**config.mk**
```make
export PLATFORM = sky130hd
export DESIGN_NAME = operating_mode_controller
export DESIGN_NICKNAME = d
export VERILOG_FILES = /design/src/opmode_pkg.sv /design/src/operating_mode_controller.sv
export SDC_FILE = /design/constraint.sdc
export NUM_CORES = 1
export LEC_CHECK = 0
export ABC_AREA = 1
export BUFFER_PORTS_ARGS = -buffer_cell sky130_fd_sc_hd__buf_2
export CORE_MARGIN = 2
export CORE_UTILIZATION = 59
export CTS_CLUSTER_DIAMETER = 120
export CTS_CLUSTER_SIZE = 8
export DETAILED_ROUTE_END_ITERATION = 8
export PLACE_DENSITY_LB_ADDON = 0.2
export SLEW_MARGIN = 20
export SYNTH_ARGS = -nofsm -noshare
export SYNTH_HDL_FRONTEND = slang
export SYNTH_SLANG_ARGS = --single-unit
export TNS_END_PERCENT = 50
```
**constraint.sdc**
```tcl
create_clock -name clk_i -period 2.35 [get_ports clk_i]
set_clock_uncertainty 0.15 [all_clocks]
set_input_delay 0.47 -clock clk_i [delete_from_list [all_inputs] [get_ports clk_i]]
set_output_delay 0.47 -clock clk_i [all_outputs]
set_load 0.1 [all_outputs]
```
**src/opmode_pkg.sv**
```systemverilog
// Shared constants and types of the operating-mode controller
package opmode_pkg;
   // Mode encodings, Gray along active-sleep-standby-bypass-lineout
   typedef enum logic [2:0] {
      MODE_ACTIVE = 3'h0,
      MODE_SLEEP = 3'h1,
      MODE_STANDBY = 3'h3,
      MODE_BYPASS = 3'h2,
      MODE_LINEOUT = 3'h6
   } mode_e;
   typedef enum logic [1:0] {
      SRC_NONE = 2'h0,
      SRC_I2C = 2'h1,
      SRC_PIN = 2'h2,
      SRC_CLK = 2'h3
   } sleep_src_e;
   typedef enum logic [2:0] {
      CMD_NOP = 3'h0,
      CMD_ACTIVE = 3'h1,
      CMD_BYPASS = 3'h2,
      CMD_LINEOUT = 3'h3,
      CMD_SLEEP = 3'h4,
      CMD_STATUS = 3'h5
   } cmd_e;
   localparam int SAMPLE_W = 16;
   localparam int CHANNELS = 2;
   localparam int CLK_PERIOD_NS = 10;
   localparam int CLK_HZ = 100_000_000;
   localparam int SLEEP_HOLD_MS = 20;
   localparam int SLEEP_HOLD_CYC = SLEEP_HOLD_MS * (CLK_HZ / 1000);
   localparam int EXT_CLK_GAP_NS = 640;
   localparam int EXT_CLK_GAP_CYC = EXT_CLK_GAP_NS / CLK_PERIOD_NS;
   localparam int STANDBY_TMO_MS = 100;
   localparam int STANDBY_TMO_CYC = STANDBY_TMO_MS * (CLK_HZ / 1000);
   localparam logic [2:0] SYNC_RESET = 3'h6;
   localparam logic [15:0] SAMPLE_RESET = 16'h0000;
   localparam logic [7:0] GAP_RESET = 8'h00;
   localparam logic [31:0] CNT_RESET = 32'h0000_0000;
endpackage

```
**src/operating_mode_controller.sv**
```systemverilog
// Operating-mode state machine with audio routing and clock watch
`timescale 1ns/1ps
// Overview of operation
// - Five modes: active, bypass, lineout, sleep, standby
// - Active after boot and after pin wake
// - Host command enters active from any mode but sleep
// - Active: noise reduction, processed and raw out
// - Bypass entered only by host command
// - Bypass: inputs passed unchanged to outputs
// - Lineout by command, preamps to line pins
// - Sleep by host command or qualified pin
// - Host-entered sleep exits only on bus clock
// - Pin-entered sleep exits on pin or reset
// - Sleep entered when external clock stops, except in lineout and standby
// - Sleep: no processing, analog off, internal oscillator
// - Standby only after bus-clock wake from sleep
// - Standby waits for active/bypass/lineout command
// - Standby without valid command returns to sleep
// - Pin acts after fall held low 20 ms
// - First dummy command after bus-clock wake is ignored
module operating_mode_controller
   import opmode_pkg::*;
#(
   parameter int SLEEP_HOLD_P = SLEEP_HOLD_CYC,
   parameter int STBY_TMO_P = STANDBY_TMO_CYC
) (
   input wire logic clk_i,
   input wire logic nrst_i,
   input wire logic boot_done_i,
   input wire logic ext_clk_i,
   input wire logic sleep_pin_i,
   input wire logic scl_i,
   input wire logic cmd_valid_i,
   input wire cmd_e cmd_code_i,
   input wire logic sample_valid_i,
   input wire logic [CHANNELS-1:0][SAMPLE_W-1:0] mic_i,
   input wire logic [SAMPLE_W-1:0] nr_i,
   output mode_e mode_o,
   output sleep_src_e sleep_src_o,
   output logic nr_enable_o,
   output logic analog_en_o,
   output logic int_osc_sel_o,
   output logic line_output_first_o,
   output logic line_output_second_o,
   output logic ext_clk_lost_o,
   output logic status_valid_o,
   output mode_e status_mode_o,
   output logic out_valid_o,
   output logic [SAMPLE_W-1:0] out_ch0_o,
   output logic [SAMPLE_W-1:0] out_ch1_o,
   output logic [CHANNELS-1:0][SAMPLE_W-1:0] stat_peak_o
);

   logic [2:0] meta_q;
   logic [2:0] sync_q;
   logic [2:0] last_q;
   logic ext_edge;
   logic pin_fall;
   logic scl_fall;
   logic [7:0] gap_q;
   logic ext_lost;
   logic hold_run_q;
   logic [31:0] hold_cnt_q;
   logic pin_tog_q;
   logic booted_q;
   logic skip_q;
   logic cmd_ok;
   logic [31:0] tmo_q;
   logic tmo_done;
   mode_e state_q;
   mode_e state_d;
   sleep_src_e src_q;
   sleep_src_e src_d;
   logic stat_clear;

   // Pins and the external clock cross into the local domain
   always_ff @(posedge clk_i or negedge nrst_i) begin
      if (!nrst_i) begin
         meta_q <= SYNC_RESET;
         sync_q <= SYNC_RESET;
         last_q <= SYNC_RESET;
      end else begin
         meta_q <= {scl_i, sleep_pin_i, ext_clk_i};
         sync_q <= meta_q;
         last_q <= sync_q;
      end
   end

   assign ext_edge = sync_q[0] & ~last_q[0];
   assign pin_fall = ~sync_q[1] & last_q[1];
   assign scl_fall = ~sync_q[2] & last_q[2];

   // External clock watchdog
   always_ff @(posedge clk_i or negedge nrst_i) begin
      if (!nrst_i) begin
         gap_q <= GAP_RESET;
      end else if (ext_edge) begin
         gap_q <= GAP_RESET;
      end else if (gap_q != 8'(EXT_CLK_GAP_CYC)) begin
         gap_q <= gap_q + 8'h01;
      end
   end

   assign ext_lost = (gap_q == 8'(EXT_CLK_GAP_CYC));

   // Sleep pin qualifier: a fall must stay low for the hold time
   always_ff @(posedge clk_i or negedge nrst_i) begin
      if (!nrst_i) begin
         hold_run_q <= 1'b0;
         hold_cnt_q <= CNT_RESET;
         pin_tog_q <= 1'b0;
      end else begin
         pin_tog_q <= 1'b0;
         if (pin_fall) begin
            hold_run_q <= 1'b1;
            hold_cnt_q <= CNT_RESET;
         end else if (hold_run_q && sync_q[1]) begin
            hold_run_q <= 1'b0;
         end else if (hold_run_q) begin
            if (hold_cnt_q == 32'(SLEEP_HOLD_P - 1)) begin
               hold_run_q <= 1'b0;
               pin_tog_q <= 1'b1;
            end else begin
               hold_cnt_q <= hold_cnt_q + 32'h0000_0001;
            end
         end
      end
   end

   always_ff @(posedge clk_i or negedge nrst_i) begin
      if (!nrst_i) begin
         booted_q <= 1'b0;
      end else if (boot_done_i) begin
         booted_q <= 1'b1;
      end
   end

   // The command that wakes the bus is consumed without effect
   always_ff @(posedge clk_i or negedge nrst_i) begin
      if (!nrst_i) begin
         skip_q <= 1'b0;
      end else if (state_q == MODE_SLEEP && state_d == MODE_STANDBY) begin
         skip_q <= 1'b1;
      end else if (cmd_valid_i || state_q != MODE_STANDBY) begin
         skip_q <= 1'b0;
      end
   end

   assign cmd_ok = cmd_valid_i & ~skip_q & booted_q & (state_q != MODE_SLEEP);

   // Standby timeout
   always_ff @(posedge clk_i or negedge nrst_i) begin
      if (!nrst_i) begin
         tmo_q <= CNT_RESET;
      end else if (state_q != MODE_STANDBY || cmd_ok) begin
         tmo_q <= CNT_RESET;
      end else if (!tmo_done) begin
         tmo_q <= tmo_q + 32'h0000_0001;
      end
   end

   assign tmo_done = (tmo_q == 32'(STBY_TMO_P - 1));

   always_comb begin
      state_d = state_q;
      src_d = src_q;
      if (booted_q) begin
         case (state_q)
            MODE_SLEEP: begin
               case (src_q)
                  SRC_I2C: begin
                     if (scl_fall) begin
                        state_d = MODE_STANDBY;
                     end
                  end
                  SRC_PIN: begin
                     if (pin_tog_q) begin
                        state_d = MODE_ACTIVE;
                     end
                  end
                  default: begin
                     if (!ext_lost) begin
                        state_d = MODE_ACTIVE;
                     end
                  end
               endcase
               if (state_d != MODE_SLEEP) begin
                  src_d = SRC_NONE;
               end
            end
            MODE_STANDBY: begin
               if (pin_tog_q) begin
                  state_d = MODE_SLEEP;
                  src_d = SRC_PIN;
               end else if (cmd_ok && cmd_code_i == CMD_ACTIVE) begin
                  state_d = MODE_ACTIVE;
               end else if (cmd_ok && cmd_code_i == CMD_BYPASS) begin
                  state_d = MODE_BYPASS;
               end else if (cmd_ok && cmd_code_i == CMD_LINEOUT) begin
                  state_d = MODE_LINEOUT;
               end else if ((cmd_ok && cmd_code_i == CMD_SLEEP) || tmo_done) begin
                  state_d = MODE_SLEEP;
                  src_d = SRC_I2C;
               end
            end
            default: begin
               if (pin_tog_q) begin
                  state_d = MODE_SLEEP;
                  src_d = SRC_PIN;
               end else if (cmd_ok && cmd_code_i == CMD_ACTIVE) begin
                  state_d = MODE_ACTIVE;
               end else if (cmd_ok && cmd_code_i == CMD_BYPASS) begin
                  state_d = MODE_BYPASS;
               end else if (cmd_ok && cmd_code_i == CMD_LINEOUT) begin
                  state_d = MODE_LINEOUT;
               end else if (cmd_ok && cmd_code_i == CMD_SLEEP) begin
                  state_d = MODE_SLEEP;
                  src_d = SRC_I2C;
               end else if (ext_lost && state_q != MODE_LINEOUT) begin
                  state_d = MODE_SLEEP;
                  src_d = SRC_CLK;
               end
            end
         endcase
      end
   end

   always_ff @(posedge clk_i or negedge nrst_i) begin
      if (!nrst_i) begin
         state_q <= MODE_ACTIVE;
         src_q <= SRC_NONE;
      end else begin
         state_q <= state_d;
         src_q <= src_d;
      end
   end

   // Status reply to the host poll
   always_ff @(posedge clk_i or negedge nrst_i) begin
      if (!nrst_i) begin
         status_valid_o <= 1'b0;
         status_mode_o <= MODE_ACTIVE;
      end else begin
         status_valid_o <= cmd_ok && cmd_code_i == CMD_STATUS;
         if (cmd_ok && cmd_code_i == CMD_STATUS) begin
            status_mode_o <= state_q;
         end
      end
   end

   // Audio routing
   always_ff @(posedge clk_i or negedge nrst_i) begin
      if (!nrst_i) begin
         out_valid_o <= 1'b0;
         out_ch0_o <= SAMPLE_RESET;
         out_ch1_o <= SAMPLE_RESET;
      end else begin
         out_valid_o <= 1'b0;
         if (sample_valid_i && booted_q) begin
            case (state_q)
               MODE_ACTIVE: begin
                  out_valid_o <= 1'b1;
                  out_ch0_o <= nr_i;
                  out_ch1_o <= mic_i[0];
               end
               MODE_BYPASS: begin
                  out_valid_o <= 1'b1;
                  out_ch0_o <= mic_i[0];
                  out_ch1_o <= mic_i[1];
               end
               default: begin
                  out_ch0_o <= SAMPLE_RESET;
                  out_ch1_o <= SAMPLE_RESET;
               end
            endcase
         end
      end
   end

   assign stat_clear = (state_q != MODE_BYPASS) && (state_d == MODE_BYPASS);

   // Peak magnitude per input while bypassed
   for (genvar ch = 0; ch < CHANNELS; ch++) begin : g_stat
      logic [SAMPLE_W-1:0] mag;
      assign mag = mic_i[ch][SAMPLE_W-1] ? SAMPLE_W'(-mic_i[ch]) : mic_i[ch];
      always_ff @(posedge clk_i or negedge nrst_i) begin
         if (!nrst_i) begin
            stat_peak_o[ch] <= SAMPLE_RESET;
         end else if (stat_clear) begin
            stat_peak_o[ch] <= SAMPLE_RESET;
         end else if (state_q == MODE_BYPASS && sample_valid_i) begin
            if (mag > stat_peak_o[ch]) begin
               stat_peak_o[ch] <= mag;
            end
         end
      end
   end

   assign mode_o = state_q;
   assign sleep_src_o = src_q;
   assign ext_clk_lost_o = ext_lost;
   assign nr_enable_o = booted_q && state_q == MODE_ACTIVE;
   assign analog_en_o = state_q != MODE_SLEEP;
   // Internal oscillator wherever the external clock may be stopped
   assign int_osc_sel_o = state_q == MODE_SLEEP || state_q == MODE_LINEOUT
      || state_q == MODE_STANDBY;
   assign line_output_first_o = state_q == MODE_LINEOUT;
   assign line_output_second_o = state_q == MODE_LINEOUT;

endmodule

```
======== Word-level counts from Yosys, hierarchy flattened ========
Index checks and enable logic that the tools add are counted.
operators by class
  bitwise logic cells ..................... 10
  shift-type cells ........................ 0
  order comparisons ....................... 2
  muxes and demuxes ....................... 62
  equality and inequality tests ........... 33
  reduce and logical (&&, ||, !) cells .... 30
  div/mod/pow operators ................... 0
  add/sub/neg operators ................... 5
  multipliers ............................. 0
operator list
  operator                                                                 count
  32-bit 2-to-1 mux                                                        6
  16-bit 2-to-1 mux                                                        8
  32-bit by 1-bit adder with 32-bit output, second input constant          2
  16-bit one-hot mux with 2 select lines                                   2
  3-bit 2-to-1 mux                                                         17
  32-bit by 21-bit equality test with 1-bit output, second input constant  1
  32-bit by 24-bit equality test with 1-bit output, second input constant  1
  16-bit > comparator                                                      2
  16-bit negator                                                           2
  2-bit 2-to-1 mux                                                         12
  3-bit by 2-bit equality test with 1-bit output, second input constant    6
  8-bit 2-to-1 mux                                                         2
  3-bit by 2-bit inequality test with 1-bit output, second input constant  5
  3-bit inequality test, second input constant                             5
  1-bit logical AND                                                        12
  1-bit 2-to-1 mux                                                         12
  3-bit one-hot mux with 2 select lines                                    2
  2-bit nonzero test                                                       6
  10-bit AND reduction                                                     1
  3-bit equality test, second input constant                               3
  8-bit by 1-bit adder with 8-bit output, second input constant            1
  8-bit by 7-bit equality test with 1-bit output, second input constant    1
  8-bit by 7-bit inequality test with 1-bit output, second input constant  1
  1-bit bitwise AND                                                        6
  14 further kinds                                                         26
word-level totals
  memories ................................ 0
  bits in registers ....................... 159
  word-level logic and storage cells ...... 161
  memory bits (writable) .................. 0
  input port bits ......................... 59
  memory bits (read-only) ................. 0
  output and inout bits ................... 80
  latch bits .............................. 0

======== Depth between registers and ports, before layout ========
Gate-level depths: netlist (run 1).
  word-level depth ........................ 17
  depth in mapped cells ................... 21
  gate-level depth less buffers ........... 20

======== Worst setup path before layout (run 1) ========
Ideal clock, no wire load.
  kind .................................... register to output
  start ................................... register state_q[1] (netlist: mode_o[1])
  end ..................................... output port nr_enable_o
  arrival ................................. 2,798 ps
  cell stages (with the launch flop) ...... 5
  data required time ...................... 1,730 ps
  setup slack ............................. -1,068 ps
  cells stage by stage .................... dfrtp_1 -> inv_2 -> nand3_1 -> clkbuf_1 -> nor2_1
between the ends
  longest elaborated chain between the ends .. 2
RTL lines
  what                    line                              RTL
  start, declared         operating_mode_controller.sv:70   mode_e state_q;
  start signal, assigned  operating_mode_controller.sv:233  state_q <= state_d;
  3-bit zero test         operating_mode_controller.sv:302  assign nr_enable_o = booted_q && state_q == MODE_ACTIVE;
  1-bit logical AND       operating_mode_controller.sv:302
  end, declared           operating_mode_controller.sv:40   output logic nr_enable_o,
Every way passes these cells.

======== Worst setup path after layout (run 1) ========
  start ................................... input port mic_i[25] (netlist bit)
  end ..................................... register stat_peak_o[23] (netlist bit)
between the ends
  longest elaborated chain between the ends .. 5
RTL lines
  what                                      line                              RTL
  start, declared                           operating_mode_controller.sv:36   input wire logic [CHANNELS-1:0][SAMPLE_W-1:0] mic_i,
  16-bit negator                            operating_mode_controller.sv:285  assign mag = mic_i[ch][SAMPLE_W-1] ? SAMPLE_W'(-mic_i[ch]) : mic_i[ch];
  16-bit 2-to-1 mux (*)                     operating_mode_controller.sv:285
  16-bit > comparator (*)                   operating_mode_controller.sv:292  if (mag > stat_peak_o[ch]) begin
  2-bit nonzero test (no source line) (*)   n/a
  2-bit AND reduction (no source line) (*)  n/a
  end signal, assigned by index             operating_mode_controller.sv:293  stat_peak_o[ch] <= mag;
  end, declared                             operating_mode_controller.sv:51   output logic [CHANNELS-1:0][SAMPLE_W-1:0] stat_peak_o
Every way passes the cells marked *; elsewhere a longest branch is shown, timed or not.
A chain may end at the register's enable or synchronous reset.

==> results of run 1 <==
registers in the layout (all words and copies together), names as in the netlist:
| register | count |
|---|---|
| booted_q | 1 |
| gap_q | 8 |
| hold_cnt_q | 32 |
| hold_run_q | 1 |
| last_q | 3 |
| meta_q | 3 |
| mode_o | 3 |
| out_ch0_o | 16 |
| out_ch1_o | 16 |
| out_valid_o | 1 |
| pin_tog_q | 1 |
| skip_q | 1 |
| sleep_src_o | 2 |
| stat_peak_o | 32 |
| status_mode_o | 3 |
| status_valid_o | 1 |
| sync_q | 3 |
| tmo_q | 32 |
Yosys cell counts, types with 2 or more instances:
cell type / count / area, sq um
o31ai_1: 15 / 113
nor2_1: 161 / 604
nand2_2: 4 / 25.0
nand3b_1: 12 / 90.1
inv_2: 4 / 15.0
buf_4: 2 / 15.0
dfrtp_1: 153 / 3830
o22ai_1: 28 / 175
xor2_1: 37 / 324
o21ai_0: 58 / 290
a31oi_1: 5 / 31.3
nor3_1: 43 / 215
nand3_2: 4 / 40.0
clkbuf_1: 22 / 82.6
o21ai_1: 3 / 15.0
nor4_1: 21 / 131
ha_1: 40 / 500
nand3_1: 64 / 320
nand2_1: 286 / 1070
or2_2: 3 / 18.8
nor2_2: 18 / 113
o21a_1: 4 / 30.0
buf_2: 5 / 25.0
buf_1: 3 / 11.3
nor3b_1: 4 / 30.0
mux2_2: 28 / 315
nand4_1: 34 / 213
inv_1: 203 / 762
dfstp_2: 6 / 158
a211oi_1: 5 / 37.5
xnor2_1: 6 / 52.6
a21oi_1: 50 / 250
nand2_4: 2 / 22.5
where the power goes:
group | leakage (uW) | switching [uW] | internal [uW] | total, uW
registers | 0.00209 | 419 | 3290 | 3710
logic | 0.00424 | 6490 | 2060 | 8550
clock network | 0.000292 | 1210 | 1680 | 2890
what timing repair did:
item / 4_1_cts / 5_1_grt
hold buffers: 4 / 0
cloned: 1 / 5
buffers inserted: 20 / 18
endpoints found under the setup margin: 33 / 72
pin swaps: 33 / 41
resized for setup: 43 / 100
hold endpoints to repair: 41 / 0
worst max path at each step:
stage                     startpoint                           to  cells after the start
final                      mic_i[25]  stat_peak_o[23]$_DFFE_PN0P_                     15
after global routing        mic_i[1]   stat_peak_o[7]$_DFFE_PN0P_                     21
after CTS                   mic_i[0]  stat_peak_o[12]$_DFFE_PN0P_                     17
after detailed placement   mic_i[17]  stat_peak_o[20]$_DFFE_PN0P_                     20
after global placement     mic_i[17]  stat_peak_o[17]$_DFFE_PN0P_                     20
after floorplan             mic_i[0]  stat_peak_o[12]$_DFFE_PN0P_                     19
kinds of logic after synthesis:
kind of cell               Yosys count  synth area share
DFF                                159             0.396
muxes                               28            0.0314
adders and majority gates           40            0.0498
buffers and inverters              242            0.0946
xor gates and xnor gates            43            0.0375
and+or+nand+nor                    660             0.292
AOI/OAI and AO/OA                  173            0.0983
worst max-delay path, stage by stage:
cell	delay (ns)
buf_2	0.11
nor4_1	0.42
nand4_1	0.23
nand2_1	0.13
xor2_1	0.21
ha_1	0.31
a21oi_1	0.21
o21ai_0	0.12
a31oi_1	0.19
nand2_2	0.11
nand2_4	0.16
clkbuf_16	0.19
nand2_4	0.04
nand2_2	0.06
nor2_1	0.05
per-layer routing:
layer	vias up	wire length (um)	track usage
li1	4977	-	-
met1	5083	13400	0.457
met2	537	16300	0.560
met3	84	2510	0.0541
met4	0	975	0.111
met5	-	0	0
through the flow:
step | cell area (sq um) | setup TNS (ns) | utilization | hold slack (ns)
2_1_floorplan | 10200 | -14.78 | - | 0.0244
5_1_grt | 13500 | -19.61 | 0.811 | 0.127
3_3_place_gp | 11900 | -23.43 | 0.718 | 0.197
6_report | 13500 | -13.95 | 0.811 | 0.136
3_5_place_dp | 11900 | -25.40 | 0.718 | 0.197
4_1_cts | 12900 | -7.59 | 0.776 | 0.121
placed cells by master (no fill, tap or decap), drive strengths merged, types with 3 or more instances in the layout:
| cell | instances |
|---|---|
| o22ai | 28 |
| o31ai | 15 |
| clkbuf | 24 |
| dfstp | 6 |
| a21oi | 50 |
| bufinv | 3 |
| dlygate4sd3 | 4 |
| xnor2 | 6 |
| clkinv | 6 |
| ha | 40 |
| nand2 | 294 |
| inv | 208 |
| nand3 | 68 |
| a31oi | 5 |
| nor4 | 21 |
| nand4 | 34 |
| dfrtp | 153 |
| or2 | 3 |
| clkinvlp | 5 |
| a211oi | 5 |
| xor2 | 37 |
| mux2 | 28 |
| nand3b | 12 |
| nor2 | 180 |
| nor3b | 4 |
| nor3 | 44 |
| o21a | 4 |
| buf | 286 |
| o21ai | 61 |
layout make-up:
type	instances	share of cell area
Multi-Input combinational cell	946	0.416
Tap cell	220	0.0204
Clock buffer	19	0.0321
Sequential cell	159	0.296
Antenna cell	1	0.000185
Clock inverter	13	0.0120
Inverter	208	0.0621
Timing Repair inverter	1	0.000371
Timing Repair Buffer	295	0.161
==> impl_metrics.json, run 1 <==
{
  "cts-root-buf": "clkbuf_16",
  "maxSlewHeadroom": 0.646,
  "antenna_found_initial": 1,
  "cp.required_ns": 2.52,
  "worst_r2r_path_depth": 14,
  "post-place-ws_ns": -0.881,
  "hold_viol_final": 0,
  "cts_tree": "done",
  "slew_viol_final": 0,
  "rr_endpoint": "stat_peak_o[30]$_DFFE_PN0P_",
  "setup-violations-final": 32,
  "worst_pin_slew_ns": 0.534,
  "nFillCells": 1022,
  "path_clk_slew_ns": 0.07,
  "drcViolationCount": 0,
  "ios": 139,
  "vias": 10700,
  "post_drt_wl_per_cell_um": 17.8,
  "postRouteAntennaNets": 0,
  "drt-initial-drc-count": 922,
  "syn_to_final_growth_pct": 34.2,
  "status": "finished with violations",
  "fmax_mhz": 353,
  "drive_gt1_frac": 0.301,
  "total_power_uw": 15100,
  "dieArea_sq_um": 18100,
  "cts_sinks": 159,
  "hold_depth": 2,
  "crit_type": "primary input to register",
  "drtPass1Iterations": 6,
  "r2r-start": "stat_peak_o[17]$_DFFE_PN0P_",
  "arrival_ns": 3.00,
  "min_from": "boot_done_i",
  "multiInputGateArea_sq_um": 5610,
  "nNetsFinal": 1727,
  "viasPerCell": 5.74,
  "period_minus_slack_ns": 2.83,
  "rsz0062_at_grt": "true",
  "r2r_slack_ns": -0.06,
  "power.leakage_uw": 0.00662,
  "die_h_um": 135,
  "grt_pass1_wl_um": 48800,
  "insertion_delay_ns": 0.44,
  "dpl.cell_count": 1782,
  "hold_end": "booted_q$_DFFE_PN0P_",
  "start_util": 0.604,
  "routed_wl_um": 33200,
  "path_max_fanout": 6,
  "yosysSeqAreaShare": 0.396,
  "min_path_type": "primary input to register",
  "grt_pass1_vias": 10000,
  "hpwl_um": 22100,
  "finalNonFillerCells": 1862,
  "setup_ws_ns": -0.480,
  "cp-end-kind": "register",
  "grt_use_total": 0.338,
  "grt_max_degree": 57,
  "coreArea_sq_um": 16600,
  "grt_overflow_total": 0,
  "violations": "setup timing",
  "worst_ir_drop_vdd_mv": 1.25,
  "portBuffers": 138,
  "ys_ff_latch": 159,
  "fin_crit_sh": 1.20,
  "synth_warnings": 0,
  "synth_area_per_cell_sq_um": 7.48,
  "max_cap_viol_count": 0,
  "cts_max_level": 4,
  "synth_cells": 1345,
  "synthesis.area_sq_um": 10100,
  "seq_area_sq_um": 3990,
  "die_w_um": 135,
  "synth_flop_cell": "dfrtp_1",
  "synth_cell_type_count": 45,
  "cp-start-kind": "primary input",
  "rows": 47,
  "synthArstFlopShare": 1.00,
  "synth_edf_count": 0,
  "clockBufferDepth": 2,
  "place_congestion": 0.947,
  "power.density_nw_per_um2": 1120,
  "numCtsBuffers": 17,
  "syn-num-nets": 1444
}
(Power assumes the default switching activity.)
==> run 2, diff against run 1 <==
--- a/constraint.sdc
+++ b/constraint.sdc
@@ -4,2 +4,2 @@
 set_output_delay 0.47 -clock clk_i [all_outputs]
-set_load 0.1 [all_outputs]
+set_load 0.01 [all_outputs]
==> impl_metrics.json, run 2 (synthesis gave the netlist of run 1 again) <==
{
  "status": "finished with violations",
  "violations": "setup timing",
  "grt_use_total": 0.343,
  "grt_pass1_wl_um": 48700,
  "routed_wl_um": 32100,
  "cp-end-kind": "register",
  "path_clk_slew_ns": 0.06,
  "numCtsBuffers": 17,
  "slew_viol_final": 0,
  "setup-violations-final": 32,
  "insertion_delay_ns": 0.44,
  "hpwl_um": 22400,
  "cts_sinks": 159,
  "syn_to_final_growth_pct": 32.2,
  "max_cap_viol_count": 0,
  "clockBufferDepth": 2,
  "cp.required_ns": 2.56,
  "grt_overflow_total": 0,
  "drcViolationCount": 0,
  "seq_area_sq_um": 3990,
  "drt-initial-drc-count": 1013,
  "hold_depth": 2,
  "cts-root-buf": "clkbuf_16",
  "die_h_um": 135,
  "worst_ir_drop_vdd_mv": 0.693,
  "power.leakage_uw": 0.00654,
  "rsz0062_at_grt": "true",
  "final_cell_mix": "nand2_1 (258), inv_1 (190), dfrtp_1 (153)",
  "dieArea_sq_um": 18100,
  "clock_power_share": 0.251,
  "pwr-share-seq": 0.323,
  "switchingPower_uw": 4460,
  "fin_crit_sh": 1.22,
  "drive_gt1_frac": 0.289,
  "drtPass1Iterations": 6,
  "viasPerCell": 5.70,
  "rows": 47,
  "multiInputGateArea_sq_um": 5560,
  "power.density_nw_per_um2": 858,
  "postRouteAntennaNets": 0,
  "antenna_found_initial": 2,
  "grt_pass1_vias": 9824,
  "maxSlewHeadroom": 0.578,
  "coreArea_sq_um": 16600,
  "arrival_ns": 3.08,
  "nNetsFinal": 1714,
  "post_drt_wl_per_cell_um": 17.4,
  "finish.utilization": 0.799,
  "final_common_cell": "nand2_1",
  "place_congestion": 0.980,
  "swShare": 0.391,
  "path_max_fanout": 8,
  "post-place-ws_ns": -0.992,
  "start_util": 0.604,
  "portBuffers": 138,
  "reg.largest.list": "hold_cnt_q (32), stat_peak_o (32), tmo_q (32)",
  "die_w_um": 135,
  "nFillCells": 1112,
  "internal_power_uw": 6940,
  "cts_tree": "done",
  "vias": 10500,
  "hold_viol_final": 0,
  "cp-start-kind": "primary input",
  "cts_max_level": 4,
  "ios": 139,
  "min_path_type": "primary input to register",
  "crit_type": "primary input to register",
  "setup_ws_ns": -0.522,
  "fmax_mhz": 348,
  "grt_max_degree": 56,
  "worst_pin_slew_ns": 0.628,
  "period_minus_slack_ns": 2.87,
  "combinationalPowerShare": 0.427,
  "worst_r2r_path_depth": 12
}
run 2: cell count changes in the layout (fill, tap and decap cells not counted), moves of 4 or more:
| cell | before | now |
|---|---|---|
| nor4_2 | 0 | 4 |
| inv_4 | 5 | 0 |
| buf_4 | 135 | 122 |
| inv_1 | 182 | 190 |
| buf_2 | 123 | 132 |
| nand2_4 | 12 | 4 |
run 2: power groups by stage:
stage / Clock (uW) / Sequential, uW / Combinational (uW)
2_1_floorplan: 0 / 3860 / 2390
3_3_place_gp: 0 / 3660 / 4070
3_5_place_dp: 0 / 3670 / 4210
4_1_cts: 2870 / 3640 / 4430
5_1_grt: 2990 / 3720 / 5280
6_report: 2860 / 3680 / 4870
run 2: worst paths after layout:
kind,slack (ns),from,end
min in group asynchronous,0.41,nrst_i,tmo_q[16]$_DFFE_PN0P_
hold reg to reg,0.21,meta_q[0]$_DFF_PN0_,sync_q[0]$_DFF_PN0_
setup / recovery,-0.52,mic_i[18],stat_peak_o[16]$_DFFE_PN0P_
setup reg to reg,-0.04,stat_peak_o[27]$_DFFE_PN0P_,stat_peak_o[16]$_DFFE_PN0P_
max in group asynchronous,1.00,nrst_i,last_q[1]$_DFF_PN1_
hold / removal,0.11,boot_done_i,booted_q$_DFFE_PN0P_
run 2: layout make-up:
class | count | share of cell area
tap | 220 | 0.0207
inverter | 208 | 0.0616
clock buffer | 21 | 0.0354
clock inverter | 11 | 0.00979
multi-input combinational | 945 | 0.418
antenna | 2 | 0.000377
timing repair buffer | 284 | 0.154
sequential | 159 | 0.300
run 2: metal layers:
layer,wire (um),track usage
met5,0,0
met4,1200,0.143
met3,2340,0.0717
met1,13000,0.453
met2,15600,0.552
run 2: stage by stage:
stage,TNS (ns),instances,area [sq um],hold slack [ns],power (uW)
6_report,-14.32,1850,13300,0.109,11400
5_1_grt,-18.38,1850,13300,0.113,12000
4_1_cts,-9.18,1832,12900,0.104,10900
3_5_place_dp,-27.38,1782,11900,0.194,7880
3_3_place_gp,-25.02,1782,11900,0.196,7730
2_1_floorplan,-14.37,1345,10200,0.0244,6250
run 2: worst max-delay path, stage by stage:
cell and delay (ns):
buf_6 0.10, inv_2 0.08, nand3_4 0.08, nor3_4 0.15, inv_2 0.07, nor2_4 0.13
buf_4 0.14, a21oi_1 0.06, xor2_1 0.18, ha_1 0.35, nand2_1 0.08, nor4_2 0.32
nand2_1 0.11, nand2_2 0.11, nand2_4 0.08, buf_12 0.14, buf_12 0.14, o21ai_2 0.12
inv_1 0.04, nor2_1 0.11
run 2: what timing repair did:
item / 4_1_cts / 5_1_grt
resized for setup: 51 / 66
buffers inserted: 13 / 15
setup endpoints to repair: 33 / 61
endpoints found under the hold margin: 51 / 0
gates cloned: 1 / 2
hold buffers: 4 / 0
pin swaps: 52 / 49
